### src/hw/tuning_pkg.sv
// package: offsets, field layouts, reset values and timing for the tuning bank
package tuning_pkg;

   // register offsets
   localparam logic [7:0] OFF_LOCK         = 8'h00;
   localparam logic [7:0] OFF_SHED_UNLOCK  = 8'h2d;
   localparam logic [7:0] OFF_DEGLITCH     = 8'h4a;
   localparam logic [7:0] OFF_MIDDLE_DRIVE = 8'h4e;
   localparam logic [7:0] OFF_PHASES_RAMP  = 8'h4f;
   localparam logic [7:0] OFF_QUICK_RESP   = 8'h50;
   localparam logic [7:0] OFF_BALANCE      = 8'h55;
   localparam logic [7:0] OFF_SHED_DELAY   = 8'h5d;
   localparam logic [7:0] OFF_GAIN_SECOND  = 8'h5f;

   localparam logic [7:0] LOCK_CODE        = 8'ha6;

   // writable masks
   localparam logic [7:0] MASK_MIDDLE_DRIVE = 8'h07;
   localparam logic [7:0] MASK_PHASES_RAMP  = 8'h7f;
   localparam logic [7:0] MASK_QUICK_RESP   = 8'hff;
   localparam logic [7:0] MASK_BALANCE      = 8'h1f;
   localparam logic [7:0] MASK_SHED_DELAY   = 8'h07;
   localparam logic [7:0] MASK_GAIN_SECOND  = 8'h03;

   // reset values
   localparam logic [7:0] RST_MIDDLE_DRIVE = 8'h05;
   localparam logic [7:0] RST_PHASES_RAMP  = 8'h03;
   localparam logic [7:0] RST_QUICK_RESP   = 8'h8f;
   localparam logic [7:0] RST_BALANCE      = 8'h01;
   localparam logic [7:0] RST_SHED_DELAY   = 8'h00;
   localparam logic [7:0] RST_GAIN_SECOND  = 8'h00;

   // field positions
   localparam int BIT_BRIEF_MIDDLE     = 0;
   localparam int BIT_RESISTIVE_MIDDLE = 1;
   localparam int BIT_SHED_UNLOCK      = 2;
   localparam int BIT_OVERSHOOT_EN     = 0;
   localparam int BIT_FILTER_HALF      = 1;
   localparam int BIT_BALANCE_OFF_N    = 2;
   localparam int LSB_GAIN_FIRST       = 3;
   localparam int LSB_LOW_PHASES       = 4;
   localparam int LSB_DEGLITCH         = 3;

   localparam logic [7:0] QUICK_OFF = 8'h80;
   localparam logic [7:0] QUICK_ON  = 8'h8f;

   // timing at 200 MHz
   localparam int CLK_MHZ       = 200;
   localparam int HOLD_NS       = 200;
   localparam int HOLD_CYCLES   = HOLD_NS * CLK_MHZ / 1000;
   localparam int DEGLITCH_UNIT_NS = 100;
   localparam int DEGLITCH_UNIT_CYC = DEGLITCH_UNIT_NS * CLK_MHZ / 1000;

   // power-state input levels
   typedef enum logic [1:0] {PS_LOW, PS_MID, PS_HIGH} power_level_t;

   typedef struct packed {
      logic       we;
      logic [7:0] addr;
      logic [7:0] wdata;
   } reg_req_t;

   typedef struct packed {
      logic       resistive_middle_drive;
      logic       brief_middle_drive;
      logic [3:0] low_state_phases;
      logic [4:0] ramp_mv_div50;
      logic [3:0] ramp_code;
      logic       quick_response_pulse;
      logic [1:0] gain_first;
      logic [1:0] gain_second;
      logic [3:0] gain_total_q4;
      logic       balance_enable;
      logic       filter_half;
      logic       overshoot_enable;
      logic [2:0] shed_delay_code;
      logic [9:0] shed_delay_us;
   } tuning_cfg_t;

endpackage

### src/hw/multiphase_tuning_registers.sv
// tuning register bank of the multi-phase buck controller
`timescale 1ns/1ps
module multiphase_tuning_registers (
   input  wire logic                     clk_sys,
   input  wire logic                     resetn,
   input  wire tuning_pkg::reg_req_t     req,
   output logic [7:0]                    rdata,
   input  wire logic [7:0]               lock_value,
   input  wire logic                     shed_unlock,
   input  wire logic [2:0]               deglitch_code,
   input  wire logic                     power_state_high,
   input  wire logic                     power_state_low,
   input  wire logic                     diode_emulation_mode,
   input  wire logic [7:0]               zero_current,
   output logic [7:0]                    middle_level,
   output logic [7:0]                    floating,
   output logic                          automatic_phase_shedding,
   output tuning_pkg::tuning_cfg_t       cfg
);
   // ----------------------------------------------------------------
   // pin synchronisers
   // ----------------------------------------------------------------
   logic ps_high;
   logic ps_low;

   level_sync u_sync_high (
      .clk_sys (clk_sys),
      .resetn  (resetn),
      .pin     (power_state_high),
      .level   (ps_high)
   );

   level_sync u_sync_low (
      .clk_sys (clk_sys),
      .resetn  (resetn),
      .pin     (power_state_low),
      .level   (ps_low)
   );

   // ----------------------------------------------------------------
   // register storage
   // ----------------------------------------------------------------
   logic [7:0] middle_q;
   logic [7:0] phases_q;
   logic [7:0] quick_q;
   logic [7:0] balance_q;
   logic [7:0] shed_q;
   logic [7:0] gain2_q;

   logic unlocked;
   logic shed_ok;
   logic wr_mid;
   logic wr_ph;
   logic wr_quick;
   logic wr_bal;
   logic wr_shed;
   logic wr_gain;

   // lock value and 0x2d live in other banks; they arrive as levels
   assign unlocked = (lock_value != tuning_pkg::LOCK_CODE);
   assign shed_ok  = unlocked & (ps_high | shed_unlock);

   assign wr_mid  = req.we & unlocked
                  & (req.addr == tuning_pkg::OFF_MIDDLE_DRIVE);
   assign wr_ph   = req.we & unlocked
                  & (req.addr == tuning_pkg::OFF_PHASES_RAMP);
   assign wr_quick = req.we & unlocked
                  & (req.addr == tuning_pkg::OFF_QUICK_RESP);
   assign wr_bal  = req.we & unlocked
                  & (req.addr == tuning_pkg::OFF_BALANCE);
   assign wr_gain = req.we & unlocked
                  & (req.addr == tuning_pkg::OFF_GAIN_SECOND);
   assign wr_shed = req.we & shed_ok
                  & (req.addr == tuning_pkg::OFF_SHED_DELAY);

   // rejected writes simply hold the stored value
   always_ff @(posedge clk_sys or negedge resetn) begin
      if (!resetn) begin
         middle_q  <= tuning_pkg::RST_MIDDLE_DRIVE;
         phases_q  <= tuning_pkg::RST_PHASES_RAMP;
         quick_q   <= tuning_pkg::RST_QUICK_RESP;
         balance_q <= tuning_pkg::RST_BALANCE;
         shed_q    <= tuning_pkg::RST_SHED_DELAY;
         gain2_q   <= tuning_pkg::RST_GAIN_SECOND;
      end else begin
         if (wr_mid) begin
            middle_q <= req.wdata & tuning_pkg::MASK_MIDDLE_DRIVE;
         end
         if (wr_ph) begin
            phases_q <= req.wdata & tuning_pkg::MASK_PHASES_RAMP;
         end
         if (wr_quick) begin
            quick_q <= req.wdata & tuning_pkg::MASK_QUICK_RESP;
         end
         if (wr_bal) begin
            balance_q <= req.wdata & tuning_pkg::MASK_BALANCE;
         end
         if (wr_shed) begin
            shed_q <= req.wdata & tuning_pkg::MASK_SHED_DELAY;
         end
         if (wr_gain) begin
            gain2_q <= req.wdata & tuning_pkg::MASK_GAIN_SECOND;
         end
      end
   end

   // ----------------------------------------------------------------
   // read path
   // ----------------------------------------------------------------
   logic [7:0] rdata_d;

   always_comb begin
      unique case (req.addr)
         tuning_pkg::OFF_MIDDLE_DRIVE: rdata_d = middle_q;
         tuning_pkg::OFF_PHASES_RAMP:  rdata_d = phases_q;
         tuning_pkg::OFF_QUICK_RESP:   rdata_d = quick_q;
         tuning_pkg::OFF_BALANCE:      rdata_d = balance_q;
         tuning_pkg::OFF_SHED_DELAY:   rdata_d = shed_q;
         tuning_pkg::OFF_GAIN_SECOND:  rdata_d = gain2_q;
         default:                      rdata_d = 8'h00;
      endcase
   end

   always_ff @(posedge clk_sys or negedge resetn) begin
      if (!resetn) begin
         rdata <= 8'h00;
      end else begin
         rdata <= rdata_d;
      end
   end

   // ----------------------------------------------------------------
   // decoded configuration
   // ----------------------------------------------------------------
   logic [2:0] ph_code;
   logic [3:0] ramp;
   logic [3:0] g1_q4;
   logic [3:0] total_q4;
   logic [9:0] shed_us;

   assign ph_code = phases_q[tuning_pkg::LSB_LOW_PHASES +: 3];
   assign ramp    = phases_q[3:0];

   // first factor in quarters: 4,3,2,1
   assign g1_q4 = 4'h4 - {2'b00,
                  balance_q[tuning_pkg::LSB_GAIN_FIRST +: 2]};

   // second factor scales the quarters; the largest result, 8/4, fits in 4 bits
   always_comb begin
      unique case (gain2_q[1:0])
         2'b01:   total_q4 = 4'(g1_q4 << 1);
         2'b10:   total_q4 = 4'(g1_q4 >> 1);
         default: total_q4 = g1_q4;
      endcase
   end

   always_comb begin
      unique case (shed_q[2:0])
         3'b000:  shed_us = 10'd80;
         3'b001:  shed_us = 10'd160;
         3'b010:  shed_us = 10'd320;
         3'b011:  shed_us = 10'd640;
         3'b100:  shed_us = 10'd5;
         3'b101:  shed_us = 10'd10;
         3'b110:  shed_us = 10'd20;
         default: shed_us = 10'd40;
      endcase
   end

   always_comb begin
      cfg = '0;
      cfg.resistive_middle_drive =
         middle_q[tuning_pkg::BIT_RESISTIVE_MIDDLE];
      cfg.brief_middle_drive = middle_q[tuning_pkg::BIT_BRIEF_MIDDLE];
      cfg.low_state_phases = {1'b0, ph_code} + 4'h1;
      cfg.ramp_code = ramp;
      // ramp in 50 mV units: 3..10 then 12..26
      cfg.ramp_mv_div50 = ramp[3] ? 5'({1'b0, ramp} + {1'b0, ramp} - 5'h04)
                                  : {1'b0, ramp} + 5'h03;
      cfg.quick_response_pulse = (quick_q == tuning_pkg::QUICK_ON);
      cfg.gain_first  = balance_q[tuning_pkg::LSB_GAIN_FIRST +: 2];
      cfg.gain_second = gain2_q[1:0];
      cfg.gain_total_q4 = total_q4;
      cfg.balance_enable =
         ~balance_q[tuning_pkg::BIT_BALANCE_OFF_N];
      cfg.filter_half = balance_q[tuning_pkg::BIT_FILTER_HALF];
      cfg.overshoot_enable =
         balance_q[tuning_pkg::BIT_OVERSHOOT_EN];
      cfg.shed_delay_code = shed_q[2:0];
      cfg.shed_delay_us = shed_us;
   end

   // ----------------------------------------------------------------
   // per-phase middle drive
   // ----------------------------------------------------------------
   for (genvar i = 0; i < 8; i++) begin : g_lane
      tristate_hold u_hold (
         .clk_sys              (clk_sys),
         .resetn               (resetn),
         .brief_en             (cfg.brief_middle_drive),
         .resistive_en         (cfg.resistive_middle_drive),
         .diode_emulation_mode (diode_emulation_mode),
         .zero_current         (zero_current[i]),
         .middle_level         (middle_level[i]),
         .floating             (floating[i])
      );
   end

   // ----------------------------------------------------------------
   // power-state mid deglitch
   // ----------------------------------------------------------------
   logic        ps_mid;
   logic [6:0]  dg_target;
   logic [6:0]  dg_q;
   logic [6:0]  unit_q;
   logic        unit_tick;
   logic        shed_mode_q;
   logic        armed_q;

   assign ps_mid = ~ps_high & ~ps_low;
   // codes step 0.1 us doubling from code 1; 110 taken as 3.2 us
   assign dg_target = (deglitch_code == 3'b000) ? 7'h00
                    : 7'(7'h01 << (deglitch_code - 3'b001));
   assign unit_tick = (unit_q == 7'(tuning_pkg::DEGLITCH_UNIT_CYC - 1));

   always_ff @(posedge clk_sys or negedge resetn) begin
      if (!resetn) begin
         dg_q        <= 7'h00;
         unit_q      <= 7'h00;
         shed_mode_q <= 1'b0;
         armed_q     <= 1'b0;
      end else if (!ps_mid) begin
         dg_q        <= 7'h00;
         unit_q      <= 7'h00;
         shed_mode_q <= 1'b0;
         armed_q     <= 1'b1;
      end else if (!armed_q) begin
         // mid seen before any high or low level is not an entry
         shed_mode_q <= 1'b0;
      end else if (dg_q >= dg_target) begin
         shed_mode_q <= 1'b1;
      end else begin
         unit_q <= unit_tick ? 7'h00 : unit_q + 7'h01;
         if (unit_tick) begin
            dg_q <= dg_q + 7'h01;
         end
      end
   end

   assign automatic_phase_shedding = shed_mode_q;
endmodule

### src/hw/tristate_hold.sv
// one pwm lane: middle-drive hold after zero-current in diode emulation
`timescale 1ns/1ps
module tristate_hold (
   input  wire logic clk_sys,
   input  wire logic resetn,
   input  wire logic brief_en,
   input  wire logic resistive_en,
   input  wire logic diode_emulation_mode,
   input  wire logic zero_current,
   output logic      middle_level,
   output logic      floating
);
   logic [7:0] cnt_q;
   logic [7:0] cnt_d;
   logic       zc_q;
   logic       start;
   logic       holding;

   assign start   = brief_en & diode_emulation_mode & zero_current & ~zc_q;
   assign holding = (cnt_q != 8'h00);
   assign cnt_d   = start ? 8'(tuning_pkg::HOLD_CYCLES)
                  : holding ? cnt_q - 8'h01 : cnt_q;

   always_ff @(posedge clk_sys or negedge resetn) begin
      if (!resetn) begin
         cnt_q <= 8'h00;
         zc_q  <= 1'b0;
      end else begin
         cnt_q <= cnt_d;
         zc_q  <= zero_current;
      end
   end

   // resistive drive overrides the brief window
   assign middle_level = resistive_en | holding;
   assign floating = ~resistive_en & ~holding & diode_emulation_mode
                   & zero_current & brief_en;
endmodule

### src/hw/level_sync.sv
// three-stage synchroniser with agreement filter for one pin
`timescale 1ns/1ps
module level_sync (
   input  wire logic clk_sys,
   input  wire logic resetn,
   input  wire logic pin,
   output logic      level
);
   logic s1_q;
   logic s2_q;
   logic s3_q;

   always_ff @(posedge clk_sys or negedge resetn) begin
      if (!resetn) begin
         s1_q  <= 1'b0;
         s2_q  <= 1'b0;
         s3_q  <= 1'b0;
         level <= 1'b0;
      end else begin
         s1_q <= pin;
         s2_q <= s1_q;
         s3_q <= s2_q;
         if (s2_q == s3_q) begin
            level <= s3_q;
         end
      end
   end
endmodule

### config.mk
export PLATFORM = sky130hd
export DESIGN_NAME = multiphase_tuning_registers
export DESIGN_NICKNAME = d
export VERILOG_FILES = /design/src/hw/tuning_pkg.sv /design/src/hw/multiphase_tuning_registers.sv /design/src/hw/tristate_hold.sv /design/src/hw/level_sync.sv
export SDC_FILE = /design/constraint.sdc
export NUM_CORES = 1
export LEC_CHECK = 0
export BUFFER_PORTS_ARGS = -buffer_cell sky130_fd_sc_hd__buf_4
export CAP_MARGIN = 0
export CELL_PAD_IN_SITES_DETAIL_PLACEMENT = 0
export CELL_PAD_IN_SITES_GLOBAL_PLACEMENT = 1
export CORE_MARGIN = 10
export CORE_UTILIZATION = 48
export DETAILED_ROUTE_END_ITERATION = 7
export PLACE_DENSITY = 0.95
export SYNTH_ARGS = -nofsm -noshare
export SYNTH_HDL_FRONTEND = slang
export SYNTH_SLANG_ARGS = --single-unit
### constraint.sdc
create_clock -name clk_sys -period 4 [get_ports clk_sys]
set_input_delay 0.6 -clock clk_sys [delete_from_list [all_inputs] [get_ports clk_sys]]
set_output_delay 0.6 -clock clk_sys [all_outputs]
set_load 0.005 [all_outputs]
==> results of run 1 <==
==> state kept, by name, summed over array words and instances (netlist names), 3 cells and up <==
register	count
balance_q	5
dg_q	7
g_lane.u_hold.cnt_q	64
g_lane.u_hold.zc_q	8
middle_q	3
phases_q	7
quick_q	8
rdata	8
shed_q	3
unit_q	7
==> where the power goes <==
group	total (uW)	switching (uW)	internal (uW)
sequential	2010	330	1680
combinational	1170	605	564
clock	1710	576	1140
==> kinds of logic after synthesis <==
logic type	synth area share [%]
XOR/XNOR	2.638
multiplexers	6.084
adder cells (fa/ha/maj)	4.774
AND/OR/NAND/NOR	23.91
buffers and inverters	5.546
AO/OA/AOI/OAI	9.494
flip-flops	47.56
==> cell type report <==
cell class                      instances  area [sq um]
Clock buffer                           19         452.9
Clock inverter                         13         203.9
Fill cell                            1155          5613
Inverter                               35         131.4
Multi-Input combinational cell        480          3269
Sequential cell                       132          3316
Tap cell                              180         225.2
Timing Repair Buffer                  109         830.8
==> cell usage after synthesis (3+ instances only) <==
| master | count |
|---|---|
| xnor2_1 | 16 |
| inv_1 | 35 |
| nand2_1 | 46 |
| nor2b_1 | 13 |
| mux2_1 | 13 |
| nor3_1 | 24 |
| nor4_1 | 7 |
| o21ai_1 | 4 |
| or4_1 | 9 |
| dfrtp_1 | 122 |
| or3b_1 | 4 |
| mux2i_1 | 12 |
| nor3_4 | 3 |
| and2_1 | 5 |
| buf_4 | 27 |
| nor2_1 | 70 |
| ha_1 | 25 |
| dfstp_2 | 10 |
| clkbuf_1 | 10 |
| a211oi_1 | 9 |
| a21oi_1 | 45 |
| mux2_2 | 14 |
| nand3_1 | 8 |
| and3_1 | 10 |
| xor2_1 | 5 |
| nor3b_2 | 4 |
| buf_2 | 3 |
| o31ai_1 | 10 |
| nor3b_1 | 13 |
| or2_1 | 4 |
| o21ai_0 | 20 |
| nand2b_1 | 17 |
| nand3b_1 | 6 |
| nor4_2 | 4 |
| or3_1 | 14 |
| or2_2 | 7 |
==> final timing paths <==
| kind | from | endpoint | slack (ns) | depth (start not counted) |
|---|---|---|---|---|
| setup / recovery | middle_q[0] | floating[5] | 1.02 | 4 |
| hold / removal | power_state_low | u_sync_low.s1_q | 0.29 | 1 |
| setup reg to reg | dg_q[6] | unit_q[6] | 1.72 | 6 |
| hold reg to reg | u_sync_low.s1_q | u_sync_low.s2_q | 0.35 | 0 |
| max in group asynchronous | resetn | g_lane[3].u_hold.cnt_q[2] | 2.83 | 2 |
| min in group asynchronous | resetn | g_lane[7].u_hold.cnt_q[7] | 0.35 | 1 |
==> worst max-delay path: cells and delay by family, from the launching register on <==
kind / cells / cell delay, ns
DFF: 1 / 0.55
and+or+nand+nor: 3 / 1.30
buffers and inverters: 1 / 0.12
==> stage by stage <==
step | std cells | total power (uW) | instance area [sq um]
after floorplan | 687 | 2846 | 6972
after global placement | 936 | 3081 | 7772
after detailed placement | 936 | 3193 | 7772
after CTS | 968 | 4935 | 8429
after global routing | 968 | 5211 | 8429
final | 968 | 4891 | 8429
==> metal layers <==
layer	global-route usage (%)	share of wire (%)
met1	19.39	42
met2	27.91	50
met3	6.085	6.5
met4	4.022	0.88
met5	0	0
==> flow_summary.toml, run 1 <==
[die]
die_w_um = 140.5
num_io_pins = 107
row_count = 43
die_h_um = 140.5
die-area_sq_mm = 0.01974
start_util_pct = 49.65
core-area_sq_mm = 0.01404

[global_route]
grt_pass1_vias = 5662
grt_overflow = 0
grt_pass1_wl_um = 27090
antenna_found_initial = 0
gr-usage-all-layers_pct = 16.52
grt_max_degree = 76

[clocking]
cts_hold_buffers = 0
cts_root_buffer = "clkbuf_16"
post_cts_buffers = 0
clockBufferDepth = 2
cts_tree = "built"
clock_latency_ns = 0.41
htreeDepth = 4
cts_sinks = 132
numCtsBuffers = 17
post_cts_resized = 0
path_clk_slew_ns = 0.05

[synthesis]
synth_top_area_cell = "dfrtp_1"
synth_ff_type = "dfrtp_1"
async_flop_share_pct = 100.0
yosys.cell_types.count = 63
yosysTopAreaCellShare_pct = 43.79
ys_ff_latch = 132
postSynthCellCount = 687
ys_warn_count = 0
ys_top_cells_by_area = "dfrtp_1, ha_1, dfstp_2"
syn_area_per_cell_sq_um = 10.15
syn_nets = 754
synth_seq_area_share_pct = 47.56
synth_edf_count = 0
synth.cell_area_sq_mm = 0.006972

[layout]
syn_to_final_growth_pct = 20.91
fin_util_pct = 60.03
nNetsFinal = 842
drive_gt1_share_pct = 24.62
layout_commonest_cell = "dfrtp_1"
final_cell_mix = "dfrtp_1, buf_4, nor2_1"
num_antenna_cells = 0

[drt]
wl_per_cell_um = 16.68
dr.pass1.iters = 5
avgViaCountPerCell = 5.543
post-route-drc-count = 0
final_antenna_net_count = 0
drtIter0Drc = 291
vias = 5366
routed_wl_um = 16150

[sta]
finClkSkew_ns = 0.005520
tightestPinTransition_ns = 0.9962
relSlewSlack_pct = 33.44
layout_min_cycle_time_ns = 2.982
setup_viol = 0
hold_viol_final = 0
finalCritPeriodShare_pct = 74.56
rsz0062_at_grt = "false"
holdWs_ns = 0.2933
fin_ws_ns = 1.018
tns_ns = 0
slew_violations = 0
clock.fmax_mhz = 335.3

[power]
p_leak_uw = 0.003751
peakVddDrop_mv = 0.3137
power.density_mw_per_mm2 = 580.2

[worst_setup_path]
crit_type = "flop to output port"
crit_required_ns = 3.40
cp_cell_sequence = "nand2_1 > nor2_1 > and3_1 > buf_4"
cp_data_arrival_time_ns = 2.38
startpoint_type = "flop"
slowest_stage = "nor2_1"
cp_max_fo = 9
max_stage_delay_ns = 0.72
end_kind = "output port"

[run]
maxCapViolations = 0

[placed_design]
io_buffers = 106
hpwl_um = 11680
place_ws_ns = 1.080
gp_congestion = 0.8186

[hold_path]
hold_class = "primary input to flop"

[outcome]
outcome = "completed"
Power figures use the tool's default switching activity.
==> inputs of run 2 (changes only) <==
- ABC_AREA: not set -> 1
- CORE_UTILIZATION: 48 -> 38
- PLACE_DENSITY: 0.95 -> 0.86
- clock period: 4 -> 2.5 ns (I/O delays scaled with it)
==> run 2 against run 1 <==
  * Synthesized area is 4.8% higher
  * Critical path depth is 5 higher
  * Synthesized cell count is 34% higher
  * Combinational power is 88% higher
  * Die area is 28% higher
  * Total power is 59% higher
  * Sequential power is 56% higher
  * Global-route usage is 2.6 points lower
  * Clock power is 43% higher
  * Critical endpoint unchanged
  * Largest cell class unchanged
  * Highest routed layer unchanged
==> flow_summary.toml, run 2 <==
[worst_setup_path]
end_kind = "output port"
cp_max_fo = 5
r2r_end = "g_lane[0].u_hold.cnt_q[0]"
reg2regPathDepth = 5
cp_data_arrival_time_ns = 1.99
timing.rr.start = "middle_q[0]"
startpoint_type = "flop"
r2r_setup_slack_ns = 0.64
crit_required_ns = 2.12
startpoint = "g_lane[5].u_hold.cnt_q[0]"
crit_type = "flop to output port"

[synthesis]
synthTopCellsByCount = "nand2_1, inv_1, dfrtp_1"
syn_nets = 987
async_flop_share_pct = 100.0
synth_ff_type = "dfrtp_1"
syn_area_per_cell_sq_um = 7.942
synth_edf_count = 0
ys_top_cells_by_area = "dfrtp_1, nand2_1, inv_1"
yosysTopAreaCellShare_pct = 41.78
ys_ff_latch = 132
ys_warn_count = 0
postSynthCellCount = 920
synth_top_area_cell = "dfrtp_1"
yosys.cell_types.count = 41
synth_most_common_cell = "nand2_1"
synth_seq_area_share_pct = 45.38
synth.cell_area_sq_mm = 0.007307

[hold_path]
hold_end = "u_sync_low.s1_q"
hold_class = "primary input to flop"
holdPathStages = 1
hold_start = "power_state_low"

[layout]
num_antenna_cells = 0
largest_register = "g_lane.u_hold.cnt_q"
final_cell_mix = "nand2_1, inv_1, dfrtp_1"
drive_gt1_share_pct = 20.58
fill_cells = 1870
syn_to_final_growth_pct = 22.41
fin_util_pct = 47.50
layout_commonest_cell = "nand2_1"
largest_reg_flops = 64
nNetsFinal = 1094

[placed_design]
place_ws_ns = 0.4790
gp_congestion = 0.8196
hpwl_um = 12610
io_buffers = 106

[drt]
vias = 6046
wl_per_cell_um = 12.92
drtIter0Drc = 251
routed_wl_um = 16800
dr.pass1.iters = 4
avgViaCountPerCell = 4.651
post-route-drc-count = 0
final_antenna_net_count = 0

[die]
die_h_um = 158.7
start_util_pct = 38.80
num_io_pins = 107
row_count = 50
die_w_um = 158.7
core-area_sq_mm = 0.01883
die-area_sq_mm = 0.02518

[run]
maxCapViolations = 0

[sta]
tightestPinTransition_ns = 0.6305
layout_min_cycle_time_ns = 2.369
finClkSkew_ns = 0.009961
clock.fmax_mhz = 422.1
hold_viol_final = 0
slew_violations = 0
setup_viol = 0
finalCritPeriodShare_pct = 94.76
fin_ws_ns = 0.1310
rsz0062_at_grt = "true"
relSlewSlack_pct = 57.96

[clocking]
cts_tree = "built"
numCtsBuffers = 17
clockBufferDepth = 2
htreeDepth = 4
clock_latency_ns = 0.42
path_clk_slew_ns = 0.06
cts_sinks = 132
cts_root_buffer = "clkbuf_16"

[global_route]
grt_max_degree = 66
antenna_found_initial = 0
gr-usage-all-layers_pct = 13.89
grt_pass1_wl_um = 28420
grt_pass1_vias = 5907
grt_overflow = 0

[outcome]
outcome = "completed"

[power]
p_leak_uw = 0.004453
power.density_mw_per_mm2 = 869.1
peakVddDrop_mv = 0.4891
## run 2: cell count changes in the layout (fill, tap and decap cells not counted), moves of 25 or more
| cell | delta |
|---|---|
| nand4_1 | +25 |
| nor2_1 | +43 |
| o21ai_0 | +33 |
| nand3_1 | +45 |
| inv_1 | +109 |
| a21oi_1 | -30 |
| nand2_1 | +147 |
## run 2: worst max-delay path: stages, from the launching register on
cell and delay (ns):
dfrtp_1 0.38, inv_1 0.11, ha_1 0.18, inv_1 0.08, nor2_4 0.15, nand4_1 0.20, inv_2 0.12, nand2_1 0.07
nor3_1 0.14, buf_4 0.14
## run 2: repair_timing
item	CTS	global route
gates resized for setup	0	13
hold endpoints to repair	56	0
hold buffers	1	0
setup endpoints to repair	0	8
buffers inserted	0	8
## run 2: metal layers
metal	part of all wire, %	up-vias	wire (um)	global-route usage (%)
li1	-	3156	-	-
met1	48	2789	8070	17.96
met2	47	80	7823	22.16
met3	3.8	21	640	3.400
met4	1.5	0	260	4.896
met5	0	-	0	0
## run 2: report_power, final
group          switching [uW]  leakage (uW)  total, uW  internal [uW]
clock                     964      0.000263       2450           1490
combinational            1300       0.00260       2200            895
sequential                429       0.00159       3130           2700
## run 2: cell type report
cell class / count / area (sq um) / share of cell area [%]
well taps: 260 / 325.3 / 3.637
clock inverters: 13 / 136.4 / 1.525
inverters: 154 / 578.1 / 6.462
clock buffers: 19 / 442.9 / 4.952
multi-input cells: 602 / 3214 / 35.94
repair buffers: 120 / 932.1 / 10.42
flip-flops and latches: 132 / 3316 / 37.07
## run 2: worst max-delay path by stage
stage          depth (start not counted)          end
5_1_grt                                9  floating[1]
2_1_floorplan                          9  floating[1]
6_report                               9  floating[5]
3_5_place_dp                           9  floating[1]
3_3_place_gp                           9  floating[1]
4_1_cts                                9  floating[1]
## run 2: cells by family (layout without fill, tap and decap cells)
logic type / Yosys count / in the layout / synth area share (%)
adders and majority gates: 27 / 27 / 4.555
and+or+nand+nor: 462 / 462 / 29.43
buffers and inverters: 186 / 306 / 11.20
DFF: 132 / 132 / 45.38
AOI/OAI and AO/OA: 102 / 102 / 8.116
xor gates and xnor gates: 11 / 11 / 1.318
## run 2: through the flow
step	instances	instance area (sq um)	TNS, ns	hold slack [ns]	total power, uW
global route	1300	8945	-0.05877	0.04760	8393
floorplan	920	7307	0	0.07941	4682
finish	1300	8945	0	0.06545	7774
detailed placement	1259	8254	0	0.3355	5295
global placement	1259	8254	0	0.3338	5242
CTS	1292	8843	0	0.04301	7785
